### config.mk
export PLATFORM = sky130hd
export DESIGN_NAME = sqs_query_set
export DESIGN_NICKNAME = d
export VERILOG_FILES = /design/src/sqs_query_set.v /design/src/sqs_setting_cell.v
export VERILOG_INCLUDE_DIRS = /design/src
export SDC_FILE = /design/constraint.sdc
export NUM_CORES = 1
export LEC_CHECK = 0
export BUFFER_PORTS_ARGS = -buffer_cell sky130_fd_sc_hd__buf_4
export CAP_MARGIN = 20
export CORE_MARGIN = 2
export CORE_UTILIZATION = 57
export CTS_CLUSTER_SIZE = 16
export DETAILED_ROUTE_END_ITERATION = 12
export GPL_TIMING_DRIVEN = 0
export PLACE_DENSITY = 0.77
export SYNTH_ARGS = -nofsm -noshare
export SYNTH_HDL_FRONTEND = slang
export SYNTH_HIERARCHICAL = 1
export SYNTH_SLANG_ARGS = --single-unit
### constraint.sdc
create_clock -name REF_CLK_IN -period 5.3 [get_ports REF_CLK_IN]
set_input_delay 1.06 -clock REF_CLK_IN [delete_from_list [all_inputs] [get_ports REF_CLK_IN]]
set_output_delay 1.06 -clock REF_CLK_IN [all_outputs]
set_load 0.05 [all_outputs]
### src/sqs_map.vh
// Purpose: constants for the settings query/set interpreter
// Assumes: byte-wide serial receive and transmit streams
// Notes:   identities, codes and reset values of the settings table
`ifndef SQS_MAP_VH
`define SQS_MAP_VH
`define SQS_LEAD_BYTE       8'h7C
`define SQS_OP_READ         8'h1E
`define SQS_OP_WRITE        8'h1B
`define SQS_CONFIRM         8'hC5
`define SQS_REPLY_TAG       8'h51
`define SQS_UNKNOWN         8'hFF
`define SQS_ID_SIGNATURE    8'h00
`define SQS_ID_SPEED        8'h01
`define SQS_ID_LAMP         8'h02
`define SQS_ID_PICTURE      8'h03
`define SQS_ID_INVERT       8'h04
`define SQS_ID_RESERVED     8'h05
`define SQS_ID_LINE_END     8'h06
`define SQS_ID_RESUME       8'h07
`define SQS_ID_PAUSE        8'h08
`define SQS_ID_PAGE_END     8'h09
`define SQS_ID_FORMAT       8'h0A
`define SQS_ID_GLYPH        8'h0B
`define SQS_ID_REV_HIGH     8'h20
`define SQS_ID_REV_LOW      8'h21
`define SQS_ID_SSPR_BYTES   8'h22
`define SQS_ID_SSPR_COUNT   8'h23
`define SQS_ID_VSPR_BYTES   8'h24
`define SQS_ID_VSPR_COUNT   8'h25
`define SQS_ID_WIDTH        8'h40
`define SQS_ID_HEIGHT       8'h41
`define SQS_ID_SPRITE0_W    8'h80
`define SQS_ID_SPRITE0_H    8'h81
`define SQS_RST_SIGNATURE   8'hA5
`define SQS_RST_SPEED       8'h06
`define SQS_RST_LAMP        8'h64
`define SQS_RST_PICTURE     8'h01
`define SQS_RST_INVERT      8'h01
`define SQS_RST_LINE_END    8'h00
`define SQS_RST_RESUME      8'h14
`define SQS_RST_PAUSE       8'hA6
`define SQS_RST_PAGE_END    8'h00
`define SQS_RST_FORMAT      8'h00
`define SQS_RST_GLYPH       8'h00
`define SQS_LAMP_MAX        8'h64
`define SQS_SPEED_MIN       8'h01
`define SQS_SPEED_MAX       8'h06
`define SQS_SSPR_BYTES      8'h22
`define SQS_SSPR_COUNT      8'h0E
`define SQS_VSPR_BYTES      8'h22
`define SQS_VSPR_COUNT      8'h06
`define SQS_SCREEN_W        8'h80
`define SQS_SCREEN_H        8'h40
`define SQS_VER_LEN         3'h4
`define SQS_RST_RESERVED    8'h00
`define SQS_ID_TABLE_END    8'h0C
`define SQS_CHAR_DOT        8'h2E
`define SQS_BOOT_WINDOW     3'h7
`endif

### src/sqs_query_set.v
// Purpose: query/set command interpreter for the persistent settings table
// Assumes: one received byte per RX_VALID_IN pulse; TX_READY_IN from the sender
// Notes:   settings are stored in cells that keep their value across reset
`timescale 1ns/1ps
`include "sqs_map.vh"
module sqs_query_set #(
	parameter [7:0] REV_HIGH = 8'h31, // Arbitrary value
	parameter [7:0] REV_LOW  = 8'h32, // Arbitrary value
	parameter [7:0] SIG_GOOD = `SQS_RST_SIGNATURE
) (
	// Clock and reset
	input  wire        REF_CLK_IN,
	input  wire        SYS_RST_IN,
	// Received byte stream
	input  wire [7:0]  RX_DATA_IN,
	input  wire        RX_VALID_IN,
	// Reply byte stream
	output wire [7:0]  TX_DATA_OUT,
	output wire        TX_VALID_OUT,
	input  wire        TX_READY_IN,
	// Sprite size table access
	output wire [3:0]  SPRITE_INDEX_OUT,
	input  wire [7:0]  SPRITE_WIDTH_IN,
	input  wire [7:0]  SPRITE_HEIGHT_IN,
	// Settings in force
	output wire [17:0] LINE_BAUD_OUT,
	output wire [7:0]  LAMP_LEVEL_OUT,
	output wire [1:0]  STARTUP_PICTURE_OUT,
	output wire        DRAW_INVERTED_OUT,
	output wire        LINE_FEED_SAME_COLUMN_OUT,
	output wire [7:0]  RESUME_LEVEL_OUT,
	output wire [7:0]  PAUSE_LEVEL_OUT,
	output wire        PAGE_END_WRAP_OUT,
	output wire [7:0]  SCREEN_FORMAT_OUT,
	output wire [7:0]  GLYPH_SET_OUT,
	output wire        DEFAULTS_RESTORED_OUT
);
	// ************************************************************
	// States
	// ************************************************************
	localparam [2:0] ST_IDLE  = 3'h0;
	localparam [2:0] ST_OPC   = 3'h1;
	localparam [2:0] ST_QID   = 3'h2;
	localparam [2:0] ST_CHK   = 3'h3;
	localparam [2:0] ST_SID   = 3'h4;
	localparam [2:0] ST_SVAL  = 3'h5;
	localparam [2:0] ST_TAG   = 3'h6;
	localparam [2:0] ST_BODY  = 3'h7;

	reg  [2:0] state_r;
	reg  [2:0] state_nxt;
	reg  [7:0] id_r;
	reg  [7:0] id_nxt;
	reg        drop_r;
	reg        drop_nxt;
	reg  [2:0] cnt_r;
	reg  [2:0] cnt_nxt;
	reg  [7:0] tx_r;
	reg  [7:0] tx_nxt;
	reg  [7:0] val_r;
	reg  [7:0] val_nxt;
	reg        text_r;
	reg        text_nxt;
	reg        wr_go;
	reg        restore_r;

	// ************************************************************
	// Settings cells
	// ************************************************************
	wire [7:0]  live [0:11];
	wire [7:0]  boot [0:11];
	wire [11:0] wr_sel;
	wire [7:0]  cell_rst [0:11];

	assign cell_rst[0]  = `SQS_RST_SIGNATURE;
	assign cell_rst[1]  = `SQS_RST_SPEED;
	assign cell_rst[2]  = `SQS_RST_LAMP;
	assign cell_rst[3]  = `SQS_RST_PICTURE;
	assign cell_rst[4]  = `SQS_RST_INVERT;
	assign cell_rst[5]  = `SQS_RST_RESERVED;
	assign cell_rst[6]  = `SQS_RST_LINE_END;
	assign cell_rst[7]  = `SQS_RST_RESUME;
	assign cell_rst[8]  = `SQS_RST_PAUSE;
	assign cell_rst[9]  = `SQS_RST_PAGE_END;
	assign cell_rst[10] = `SQS_RST_FORMAT;
	assign cell_rst[11] = `SQS_RST_GLYPH;

	genvar g;
	generate
		for (g = 0; g < 12; g = g + 1) begin : g_cell
			// Only identities 0x00..0x0B are writable; the rest are read-only
			// A restore overrides a host write landing in the same cycle
			assign wr_sel[g] = wr_go && (id_r == g) || restore_r;
			sqs_setting_cell #(
				.RST_VAL (8'h00)
			) u_cell (
				.clk     (REF_CLK_IN),
				.rst     (SYS_RST_IN),
				.wr_en   (wr_sel[g]),
				.wr_data (restore_r ? cell_rst[g] : val_r),
				.live    (live[g]),
				.boot    (boot[g])
			);
		end
	endgenerate

	// ************************************************************
	// Defaults restore
	// ************************************************************
	// A corrupted signature restores defaults just after reset
	reg rst_d_r;
	always @(posedge REF_CLK_IN) begin
		if (SYS_RST_IN) begin
			rst_d_r   <= 1'b1;
			restore_r <= 1'b0;
		end else begin
			rst_d_r   <= 1'b0;
			restore_r <= rst_d_r && (live[0] != SIG_GOOD);
		end
	end
	reg restored_r;
	always @(posedge REF_CLK_IN) begin
		if (SYS_RST_IN) begin
			restored_r <= 1'b0;
		end else if (restore_r) begin
			restored_r <= 1'b1;
		end
	end
	assign DEFAULTS_RESTORED_OUT = restored_r;

	// ************************************************************
	// Settings in force
	// ************************************************************
	// Boot copies drive the settings that apply only after reset
	reg [17:0] baud;
	always @* begin
		case (boot[1])
			8'h01:   baud = 18'd4800;
			8'h02:   baud = 18'd9600;
			8'h03:   baud = 18'd19200;
			8'h04:   baud = 18'd38400;
			8'h05:   baud = 18'd57600;
			default: baud = 18'd115200;
		endcase
	end
	assign LINE_BAUD_OUT = baud;
	// Lamp levels above full scale are held at full; resume and pause levels pass through
	assign LAMP_LEVEL_OUT = (boot[2] > `SQS_LAMP_MAX) ? `SQS_LAMP_MAX : boot[2];
	assign STARTUP_PICTURE_OUT = (boot[3] > 8'h02) ? 2'h0 : boot[3][1:0];
	assign DRAW_INVERTED_OUT = (live[4] == 8'h00);
	assign LINE_FEED_SAME_COLUMN_OUT = (live[6] == 8'h01);
	assign RESUME_LEVEL_OUT = live[7];
	assign PAUSE_LEVEL_OUT = live[8];
	assign PAGE_END_WRAP_OUT = (live[9] == 8'h01);
	assign SCREEN_FORMAT_OUT = boot[10];
	assign GLYPH_SET_OUT = live[11];

	// ************************************************************
	// Query value lookup
	// ************************************************************
	assign SPRITE_INDEX_OUT = id_r[4:1];
	reg [7:0] lookup;
	always @* begin
		lookup = `SQS_UNKNOWN;
		// Reserved identity five is stored and read back through the case below
		if (id_r < `SQS_ID_TABLE_END && id_r != `SQS_ID_RESERVED) begin
			lookup = live[id_r[3:0]];
		end else if (id_r[7:5] == 3'h4) begin
			lookup = id_r[0] ? SPRITE_HEIGHT_IN : SPRITE_WIDTH_IN;
		end else begin
			case (id_r)
				`SQS_ID_RESERVED:   lookup = live[5];
				`SQS_ID_SSPR_BYTES: lookup = `SQS_SSPR_BYTES;
				`SQS_ID_SSPR_COUNT: lookup = `SQS_SSPR_COUNT;
				`SQS_ID_VSPR_BYTES: lookup = `SQS_VSPR_BYTES;
				`SQS_ID_VSPR_COUNT: lookup = `SQS_VSPR_COUNT;
				`SQS_ID_WIDTH:      lookup = `SQS_SCREEN_W;
				`SQS_ID_HEIGHT:     lookup = `SQS_SCREEN_H;
				default:            lookup = `SQS_UNKNOWN;
			endcase
		end
	end

	// ************************************************************
	// Version text
	// ************************************************************
	// Version text: major digit, '.', minor digit, zero
	reg [7:0] ver_char;
	always @* begin
		case (cnt_r)
			3'h0:    ver_char = REV_HIGH;
			3'h1:    ver_char = `SQS_CHAR_DOT;
			3'h2:    ver_char = REV_LOW;
			default: ver_char = 8'h00;
		endcase
	end

	// ************************************************************
	// Command sequencer
	// ************************************************************
	always @* begin
		state_nxt = state_r;
		id_nxt    = id_r;
		drop_nxt  = drop_r;
		cnt_nxt   = cnt_r;
		tx_nxt    = tx_r;
		val_nxt   = val_r;
		text_nxt  = text_r;
		case (state_r)
			ST_IDLE: begin
				if (RX_VALID_IN && RX_DATA_IN == `SQS_LEAD_BYTE) begin
					state_nxt = ST_OPC;
				end
			end
			ST_OPC: begin
				if (RX_VALID_IN) begin
					if (RX_DATA_IN == `SQS_OP_READ) begin
						state_nxt = ST_QID;
					end else if (RX_DATA_IN == `SQS_OP_WRITE) begin
						state_nxt = ST_CHK;
					// A repeated lead byte keeps waiting for the opcode
					end else if (RX_DATA_IN != `SQS_LEAD_BYTE) begin
						state_nxt = ST_IDLE;
					end
				end
			end
			ST_QID: begin
				if (RX_VALID_IN) begin
					id_nxt    = RX_DATA_IN;
					text_nxt  = (RX_DATA_IN == `SQS_ID_REV_HIGH) ||
					            (RX_DATA_IN == `SQS_ID_REV_LOW);
					cnt_nxt   = 3'h0;
					tx_nxt    = `SQS_REPLY_TAG;
					state_nxt = ST_TAG;
				end
			end
			ST_CHK: begin
				if (RX_VALID_IN) begin
					drop_nxt  = (RX_DATA_IN != `SQS_CONFIRM);
					state_nxt = ST_SID;
				end
			end
			ST_SID: begin
				if (RX_VALID_IN) begin
					id_nxt    = RX_DATA_IN;
					state_nxt = ST_SVAL;
				end
			end
			ST_SVAL: begin
				if (RX_VALID_IN) begin
					val_nxt   = RX_DATA_IN;
					state_nxt = ST_IDLE;
				end
			end
			ST_TAG: begin
				// Received bytes are ignored while a reply is offered
				if (TX_READY_IN) begin
					tx_nxt    = text_r ? ver_char : lookup;
					state_nxt = ST_BODY;
				end
			end
			ST_BODY: begin
				if (TX_READY_IN) begin
					if (text_r && cnt_r < (`SQS_VER_LEN - 3'h1)) begin
						cnt_nxt = cnt_r + 3'h1;
						tx_nxt  = (cnt_r == 3'h0) ? `SQS_CHAR_DOT :
						          (cnt_r == 3'h1) ? REV_LOW : 8'h00;
					end else begin
						state_nxt = ST_IDLE;
					end
				end
			end
			default: state_nxt = ST_IDLE;
		endcase
	end

	// ************************************************************
	// Write commit
	// ************************************************************
	// Write commits one cycle after the value byte lands
	reg commit_r;
	always @(posedge REF_CLK_IN) begin
		if (SYS_RST_IN) begin
			commit_r <= 1'b0;
		end else begin
			commit_r <= (state_r == ST_SVAL) && RX_VALID_IN && !drop_r &&
			            (id_r < `SQS_ID_TABLE_END);
		end
	end
	always @* begin
		wr_go = commit_r;
	end

	// ************************************************************
	// State registers
	// ************************************************************
	always @(posedge REF_CLK_IN) begin
		if (SYS_RST_IN) begin
			state_r <= ST_IDLE;
			id_r    <= 8'h00;
			drop_r  <= 1'b0;
			cnt_r   <= 3'h0;
			tx_r    <= 8'h00;
			val_r   <= 8'h00;
			text_r  <= 1'b0;
		end else begin
			state_r <= state_nxt;
			id_r    <= id_nxt;
			drop_r  <= drop_nxt;
			cnt_r   <= cnt_nxt;
			tx_r    <= tx_nxt;
			val_r   <= val_nxt;
			text_r  <= text_nxt;
		end
	end

	// ************************************************************
	// Reply outputs
	// ************************************************************
	// Valid is decoded from state, so it drops right after the last accept
	assign TX_DATA_OUT  = tx_r;
	assign TX_VALID_OUT = (state_r == ST_TAG) || (state_r == ST_BODY);
endmodule // sqs_query_set

### src/sqs_setting_cell.v
// Purpose: one persistent setting byte with a shadow taken at reset
// Assumes: write strobe from the interpreter on the same clock
// Notes:   live value changes at once; boot value only at reset
`timescale 1ns/1ps
`include "sqs_map.vh"
module sqs_setting_cell #(
	parameter [7:0] RST_VAL = 8'h00
) (
	input  wire       clk,
	input  wire       rst,
	input  wire       wr_en,
	input  wire [7:0] wr_data,
	output wire [7:0] live,
	output wire [7:0] boot
);
	reg [7:0] live_r;
	reg [7:0] boot_r;
	reg [2:0] load_r;

	// Boot copy follows the stored value for three cycles after reset, so it
	// also takes the defaults that a restore writes in the second cycle
	always @(posedge clk) begin
		if (rst) begin
			load_r <= `SQS_BOOT_WINDOW;
		end else begin
			load_r <= {load_r[1:0], 1'b0};
		end
	end

	always @(posedge clk) begin
		if (rst) begin
			boot_r <= RST_VAL;
		end else if (load_r[2]) begin
			boot_r <= live_r;
		end
	end

	// Stored value survives the controller reset, as persistent memory does
	always @(posedge clk) begin
		if (wr_en) begin
			live_r <= wr_data;
		end
	end

	initial live_r = RST_VAL;

	assign live = live_r;
	assign boot = boot_r;
endmodule // sqs_setting_cell

==> results of run 1 <==
[worst max path at each step]
stage | from | end | slack [ps]
CTS | g_cell[1].u_cell/boot[1] | LINE_BAUD_OUT[16] | 2230
global route | g_cell[1].u_cell/boot[1] | LINE_BAUD_OUT[16] | 2050
detailed placement | SYS_RST_IN | id_r[5] | 2460
global placement | SYS_RST_IN | val_r[2] | 2520
floorplan | g_cell[1].u_cell/boot[1] | LINE_BAUD_OUT[16] | 1320
finish | g_cell[1].u_cell/boot[1] | LINE_BAUD_OUT[16] | 2210
[cell usage in the layout, fill, tap and decap left out, types with 5 or more instances in the layout]
| cell type | count |
|---|---|
| buf_4 | 114 |
| edfxtp_1 | 96 |
| dfxtp_1 | 80 |
| nor2_1 | 70 |
| mux2i_1 | 58 |
| nand2_1 | 41 |
| a21oi_1 | 27 |
| nor2b_1 | 17 |
| mux4_2 | 17 |
| clkbuf_16 | 17 |
| clkbuf_1 | 15 |
| nor3_1 | 15 |
| o21bai_1 | 15 |
| o21ai_0 | 14 |
| or2_2 | 11 |
| buf_2 | 11 |
| nand2b_1 | 8 |
| and2_1 | 8 |
| nand3_1 | 8 |
| conb_1 | 8 |
| or2_1 | 8 |
| a31oi_1 | 7 |
| nand3b_1 | 7 |
| inv_1 | 6 |
| nor4_1 | 6 |
| buf_6 | 6 |
| nand4_1 | 6 |
| xnor2_1 | 5 |
| nor3b_1 | 5 |
| a211oi_1 | 5 |
[where the power goes]
| group | switching (µW) | internal [µW] |
|---|---|---|
| Clock | 541 | 762 |
| Sequential | 26.8 | 1480 |
| Combinational | 158 | 81.8 |
| Total | 725 | 2320 |
[worst max-delay path, stage by stage, from the launching register on]
cell and delay, ps:
dfxtp_1 330, clkbuf_1 280, nor3b_1 370, a21oi_1 90, nor2_1 140, inv_1 70, nand2b_1 90, nor2_1 50
buf_4 190
[layout make-up]
type / count / area, µm² / share of cell area
flip-flops and latches: 176 / 4480 / 0.471
plain buffers: 52 / 322 / 0.0338
well taps: 180 / 225 / 0.0237
clock buffers: 18 / 439 / 0.0461
multi-input cells: 438 / 3130 / 0.328
clock inverters: 14 / 178 / 0.0187
repair buffers: 96 / 721 / 0.0757
inverters: 6 / 22.5 / 0.00237
[layer usage]
| layer | routed length [µm] | part of all wire | vias up | GRT usage |
|---|---|---|---|---|
| li1 | - | - | 2677 | - |
| met1 | 8720 | 0.42 | 2877 | 0.404 |
| met2 | 9610 | 0.46 | 345 | 0.451 |
| met3 | 1900 | 0.091 | 54 | 0.0548 |
| met4 | 673 | 0.032 | 0 | 0.116 |
| met5 | 0 | 0 | - | 0 |
[per-stage QoR]
stage | cells | util | setup slack, ps | power (µW) | hold slack [ps]
after global placement | 948 | 0.649 | 2520 | 1770 | 387
final | 980 | 0.694 | 2210 | 3050 | 404
after CTS | 980 | 0.694 | 2230 | 3060 | 409
after global routing | 980 | 0.694 | 2050 | 3130 | 418
after floorplan | 672 | - | 1320 | 1690 | 383
after detailed placement | 948 | 0.649 | 2460 | 1770 | 394
[registers in the layout, indices dropped and copies added, names as in the netlist]
register               count
restore_r                  1
DEFAULTS_RESTORED_OUT      1
drop_r                     1
id_r                       8
rst_d_r                    1
commit_r                   1
state_r                    3
val_r                      8
g_cell.u_cell/live        96
TX_DATA_OUT                8
cnt_r                      3
text_r                     1
g_cell.u_cell/load_r      12
g_cell.u_cell/boot        32
==> impl_metrics.prom, run 1 <==
# TYPE chip_impl_metric gauge
chip_impl_info{name="status",value="finished, final reports clean"} 1
chip_impl_info{name="setup.worst_path.end_class",value="primary output"} 1
chip_impl_metric{name="grt_pass1_wl",unit="µm"} 31600
chip_impl_metric{name="worst-endpoint-arrival",unit="ps"} 2030
chip_impl_metric{name="area_growth_syn_to_layout",unit="%"} 20.0
chip_impl_metric{name="cts_inserted_buffers",unit=""} 17
chip_impl_metric{name="setup-tns-final",unit="ps"} 0
chip_impl_metric{name="layout.filler_cells",unit=""} 1029
chip_impl_metric{name="drt_drc_violations_left",unit=""} 0
chip_impl_metric{name="timing.hold.worst_path_depth",unit=""} 1
chip_impl_metric{name="period_utilization_post_route",unit=""} 0.584
chip_impl_metric{name="layout_cells_sized_above_1",unit=""} 0.255
chip_impl_metric{name="grt_antenna_before_repair",unit=""} 0
chip_impl_metric{name="grt_pass1_vias",unit=""} 5567
chip_impl_metric{name="hold_buffers",unit=""} 0
chip_impl_info{name="root_buffer",value="clkbuf_16"} 1
chip_impl_metric{name="overflow",unit=""} 0
chip_impl_info{name="critical_path.reg2reg.startpoint",value="id_r[2]"} 1
chip_impl_metric{name="cts.sink_count",unit=""} 176
chip_impl_metric{name="finalSetupViolations",unit=""} 0
chip_impl_metric{name="cellLeakagePower",unit="µW"} 0.00373
chip_impl_info{name="regToRegEndpoint",value="g_cell[7].u_cell/live[5]"} 1
chip_impl_metric{name="dp_hpwl",unit="µm"} 15300
chip_impl_metric{name="detail_route.vias_per_cell",unit=""} 6.07
chip_impl_metric{name="synth_warnings",unit=""} 6
chip_impl_metric{name="clkTransAtPathRegs",unit="ps"} 60
chip_impl_metric{name="clkLatencyLatePin",unit="ps"} 430
chip_impl_metric{name="peak_vdd_ir",unit="V"} 0.000315
chip_impl_metric{name="final_cell_area",unit="mm²"} 0.00952
chip_impl_metric{name="timing.final.hold_violations",unit=""} 0
chip_impl_metric{name="drtPass1Iterations",unit=""} 6
chip_impl_metric{name="core_area",unit="mm²"} 0.0137
chip_impl_metric{name="timing.critical_path.fanout_max",unit=""} 8
chip_impl_metric{name="synth_area_per_cell",unit="µm²"} 11.9
chip_impl_metric{name="cts.repair.resized",unit=""} 0
chip_impl_metric{name="start_util",unit=""} 0.578
chip_impl_metric{name="post_cts.repair.setup_buffers",unit=""} 0
chip_impl_metric{name="final_max_slew_viol_count",unit=""} 0
chip_impl_metric{name="placementRows",unit=""} 43
chip_impl_metric{name="diodes",unit=""} 0
chip_impl_metric{name="pwr_density_cell",unit="mW/mm²"} 320
chip_impl_info{name="clock_tree_from_tritoncts",value="yes"} 1
chip_impl_metric{name="numPortBuffers",unit=""} 96
chip_impl_info{name="timing.setup.critical_path_class",value="flip-flop to primary output"} 1
chip_impl_metric{name="drt_first_iter_violations",unit=""} 655
chip_impl_metric{name="post_syn_instances",unit=""} 665
chip_impl_metric{name="die-area",unit="mm²"} 0.0149
chip_impl_metric{name="detailroute.via_count",unit=""} 5953
chip_impl_info{name="worst_hold_startpoint",value="g_cell[2].u_cell/load_r[1]"} 1
chip_impl_metric{name="clock_tree.htree_level_count",unit=""} 4
chip_impl_metric{name="cts-root-to-sink-buffers",unit=""} 2
chip_impl_metric{name="grt_start_max_net_pins",unit=""} 17
chip_impl_metric{name="drv.max_cap_violation_count",unit=""} 0
chip_impl_metric{name="final_net_count",unit=""} 819
chip_impl_info{name="hold_path_class",value="flip-flop to flip-flop"} 1
chip_impl_metric{name="maximum_operating_frequency",unit="MHz"} 323
chip_impl_metric{name="fin_worst_skew",unit="ps"} 9.44
chip_impl_info{name="holdPathEnd",value="g_cell[2].u_cell/load_r[2]"} 1
chip_impl_metric{name="slew_headroom",unit=""} 0.235
chip_impl_metric{name="route.antenna.remaining_nets",unit=""} 0
chip_impl_metric{name="r2r_slack",unit="ps"} 2320
chip_impl_info{name="grt_setup_unrepaired",value="false"} 1
chip_impl_metric{name="die_height",unit="µm"} 122
chip_impl_metric{name="dpl-instance-area",unit="mm²"} 0.00890
chip_impl_metric{name="cell_count_of_the_worst_reg_to_reg_path",unit=""} 5
chip_impl_metric{name="routed_wire_length_per_instance",unit="µm"} 21.3
chip_impl_metric{name="ioPinCount",unit=""} 105
chip_impl_metric{name="cell_area_synth",unit="mm²"} 0.00793
chip_impl_metric{name="die_width",unit="µm"} 122
chip_impl_metric{name="gpl.final_weighted_congestion",unit=""} 0.940
chip_impl_metric{name="least_margin_pin_slew",unit="ps"} 1150
chip_impl_metric{name="grtUsageTotal",unit=""} 0.290
chip_impl_info{name="worst_setup_path_start_kind",value="flip-flop"} 1
chip_impl_metric{name="wl",unit="µm"} 20900
chip_impl_metric{name="worstPathRequired",unit="ps"} 4240
chip_impl_metric{name="shortest_period_the_worst_path_allows",unit="ps"} 3090
(Power assumes the default switching activity.)
==> run 2, diff against run 1 <==
Clock period 5.3 ns to 2.9 ns, I/O delays scaled along.
==> impl_metrics.prom, run 2 (same netlist as run 1, synthesis figures left out) <==
# TYPE chip_impl_metric gauge
chip_impl_info{name="status",value="finished, final reports clean"} 1
chip_impl_metric{name="finalSetupViolations",unit=""} 0
chip_impl_metric{name="cts.repair.resized",unit=""} 0
chip_impl_metric{name="drtPass1Iterations",unit=""} 5
chip_impl_info{name="commonest_non_fill_non_tap_cell_in_the_layout",value="buf_4"} 1
chip_impl_info{name="timing.setup.critical_path_class",value="flip-flop to flip-flop"} 1
chip_impl_metric{name="numPortBuffers",unit=""} 96
chip_impl_metric{name="ioPinCount",unit=""} 105
chip_impl_metric{name="die_width",unit="µm"} 122
chip_impl_metric{name="timing.critical_path.fanout_max",unit=""} 10
chip_impl_metric{name="place.detailed.instances",unit=""} 948
chip_impl_metric{name="worst-endpoint-arrival",unit="ps"} 2840
chip_impl_metric{name="final_cell_area",unit="mm²"} 0.00957
chip_impl_metric{name="grt_pass1_vias",unit=""} 5794
chip_impl_metric{name="drt_first_iter_violations",unit=""} 689
chip_impl_metric{name="r2r_slack",unit="ps"} 110
chip_impl_metric{name="pwr_density_cell",unit="mW/mm²"} 601
chip_impl_metric{name="layout_cells_sized_above_1",unit=""} 0.259
chip_impl_metric{name="clkLatencyLatePin",unit="ps"} 430
chip_impl_metric{name="least_margin_pin_slew",unit="ps"} 1150
chip_impl_metric{name="grt_start_max_net_pins",unit=""} 17
chip_impl_metric{name="cts.sink_count",unit=""} 176
chip_impl_metric{name="period_utilization_post_route",unit=""} 0.961
chip_impl_metric{name="cellLeakagePower",unit="µW"} 0.00376
chip_impl_metric{name="placementRows",unit=""} 43
chip_impl_metric{name="detailroute.via_count",unit=""} 6020
chip_impl_info{name="clock_tree_from_tritoncts",value="yes"} 1
chip_impl_metric{name="flip_flop_count_of_the_largest_register_all_copies_and_words_added",unit=""} 96
chip_impl_metric{name="layoutNonFillerInstCount",unit=""} 980
chip_impl_info{name="worst_setup_path_start_kind",value="flip-flop"} 1
chip_impl_metric{name="die-area",unit="mm²"} 0.0149
chip_impl_metric{name="clock_tree.htree_level_count",unit=""} 4
chip_impl_metric{name="die_height",unit="µm"} 122
chip_impl_metric{name="routed_wire_length_per_instance",unit="µm"} 21.8
chip_impl_metric{name="start_util",unit=""} 0.578
chip_impl_metric{name="final_max_slew_viol_count",unit=""} 0
chip_impl_metric{name="setup-tns-final",unit="ps"} 0
chip_impl_metric{name="clkTransAtPathRegs",unit="ps"} 70
chip_impl_metric{name="grtUsageTotal",unit=""} 0.298
chip_impl_info{name="grt_setup_unrepaired",value="false"} 1
chip_impl_metric{name="hold_buffers",unit=""} 0
chip_impl_metric{name="slew_headroom",unit=""} 0.230
chip_impl_metric{name="peak_vdd_ir",unit="V"} 0.000503
chip_impl_metric{name="gpl.final_weighted_congestion",unit=""} 0.981
chip_impl_metric{name="post_cts.repair.setup_buffers",unit=""} 0
chip_impl_metric{name="shortest_period_the_worst_path_allows",unit="ps"} 2790
chip_impl_metric{name="diodes",unit=""} 0
chip_impl_metric{name="drv.max_cap_violation_count",unit=""} 0
chip_impl_metric{name="grt_antenna_before_repair",unit=""} 0
chip_impl_info{name="root_buffer",value="clkbuf_16"} 1
chip_impl_metric{name="timing.final.hold_violations",unit=""} 0
chip_impl_metric{name="core_area",unit="mm²"} 0.0137
chip_impl_metric{name="layout.filler_cells",unit=""} 966
chip_impl_metric{name="route.antenna.remaining_nets",unit=""} 0
chip_impl_metric{name="final_net_count",unit=""} 819
chip_impl_metric{name="routed-wl-met3",unit="µm"} 2220
chip_impl_metric{name="maximum_operating_frequency",unit="MHz"} 359
chip_impl_metric{name="worstPathRequired",unit="ps"} 2950
chip_impl_metric{name="wl",unit="µm"} 21300
chip_impl_metric{name="drt_drc_violations_left",unit=""} 0
chip_impl_metric{name="fin_worst_skew",unit="ps"} 8.94
chip_impl_metric{name="detail_route.vias_per_cell",unit=""} 6.14
chip_impl_metric{name="cts_inserted_buffers",unit=""} 17
chip_impl_metric{name="grt_pass1_wl",unit="µm"} 32400
chip_impl_metric{name="finalCoreUtilization",unit=""} 0.698
chip_impl_info{name="setup.worst_path.end_class",value="flip-flop"} 1
chip_impl_metric{name="overflow",unit=""} 0
chip_impl_metric{name="dpl-instance-area",unit="mm²"} 0.00892
chip_impl_metric{name="dp_hpwl",unit="µm"} 15200
chip_impl_metric{name="area_growth_syn_to_layout",unit="%"} 20.8
chip_impl_info{name="hold_path_class",value="input port to flip-flop"} 1
chip_impl_info{name="dr.max_layer_used",value="met4"} 1
chip_impl_metric{name="dr_wl_met2",unit="µm"} 9920
chip_impl_metric{name="wl_met1",unit="µm"} 8570
chip_impl_info{name="commonest_cells_after_routing_fill_and_taps_aside",value="buf_4, edfxtp_1, dfxtp_1"} 1
chip_impl_metric{name="cts-root-to-sink-buffers",unit=""} 2
==> run 2: worst paths after layout <==
path,startpoint,to,cells after the start
worst max-delay path,id_r[2],g_cell[7].u_cell/live[5],5
worst max register to register,id_r[2],g_cell[7].u_cell/live[5],5
worst min register to register,g_cell[2].u_cell/load_r[1],g_cell[2].u_cell/load_r[2],1
worst min-delay path,SYS_RST_IN,g_cell[3].u_cell/load_r[0],1
==> run 2: cell type report <==
cell class / instances / area [µm²] / share of cell area
Tap cell: 180 / 225 / 0.0235
Multi-Input combinational cell: 438 / 3140 / 0.328
Timing Repair Buffer: 96 / 721 / 0.0753
Sequential cell: 176 / 4480 / 0.468
Buffer: 52 / 322 / 0.0336
Inverter: 6 / 26.3 / 0.00274
Clock buffer: 20 / 457 / 0.0477
Clock inverter: 12 / 199 / 0.0208
==> run 2: per-layer routing <==
layer  vias up  global-route usage
li1       2677                   -
met2       375               0.458
met3        48              0.0824
met4         0               0.121
met1      2920               0.404
met5         -                   0
==> run 2: power by group <==
| part | internal (µW) | switching, µW |
|---|---|---|
| logic | 150 | 291 |
| registers | 2700 | 50.9 |
| clock network | 1580 | 973 |
| total | 4430 | 1310 |
==> run 2: critical path: stages (launching register included) <==
cell      delay, ps
dfxtp_1         420
buf_2           270
buf_1           390
nor2b_1         290
nand3_1         190
o21bai_1        840
==> run 2: metrics by stage <==
stage / hold WS (ps) / power, µW / setup WS, ps
final: 351 / 5750 / 114
after global routing: 344 / 5900 / 71.2
after CTS: 345 / 5760 / 198
after detailed placement: 389 / 3240 / 219
after global placement: 387 / 3220 / 247
after floorplan: 383 / 3080 / 85.1
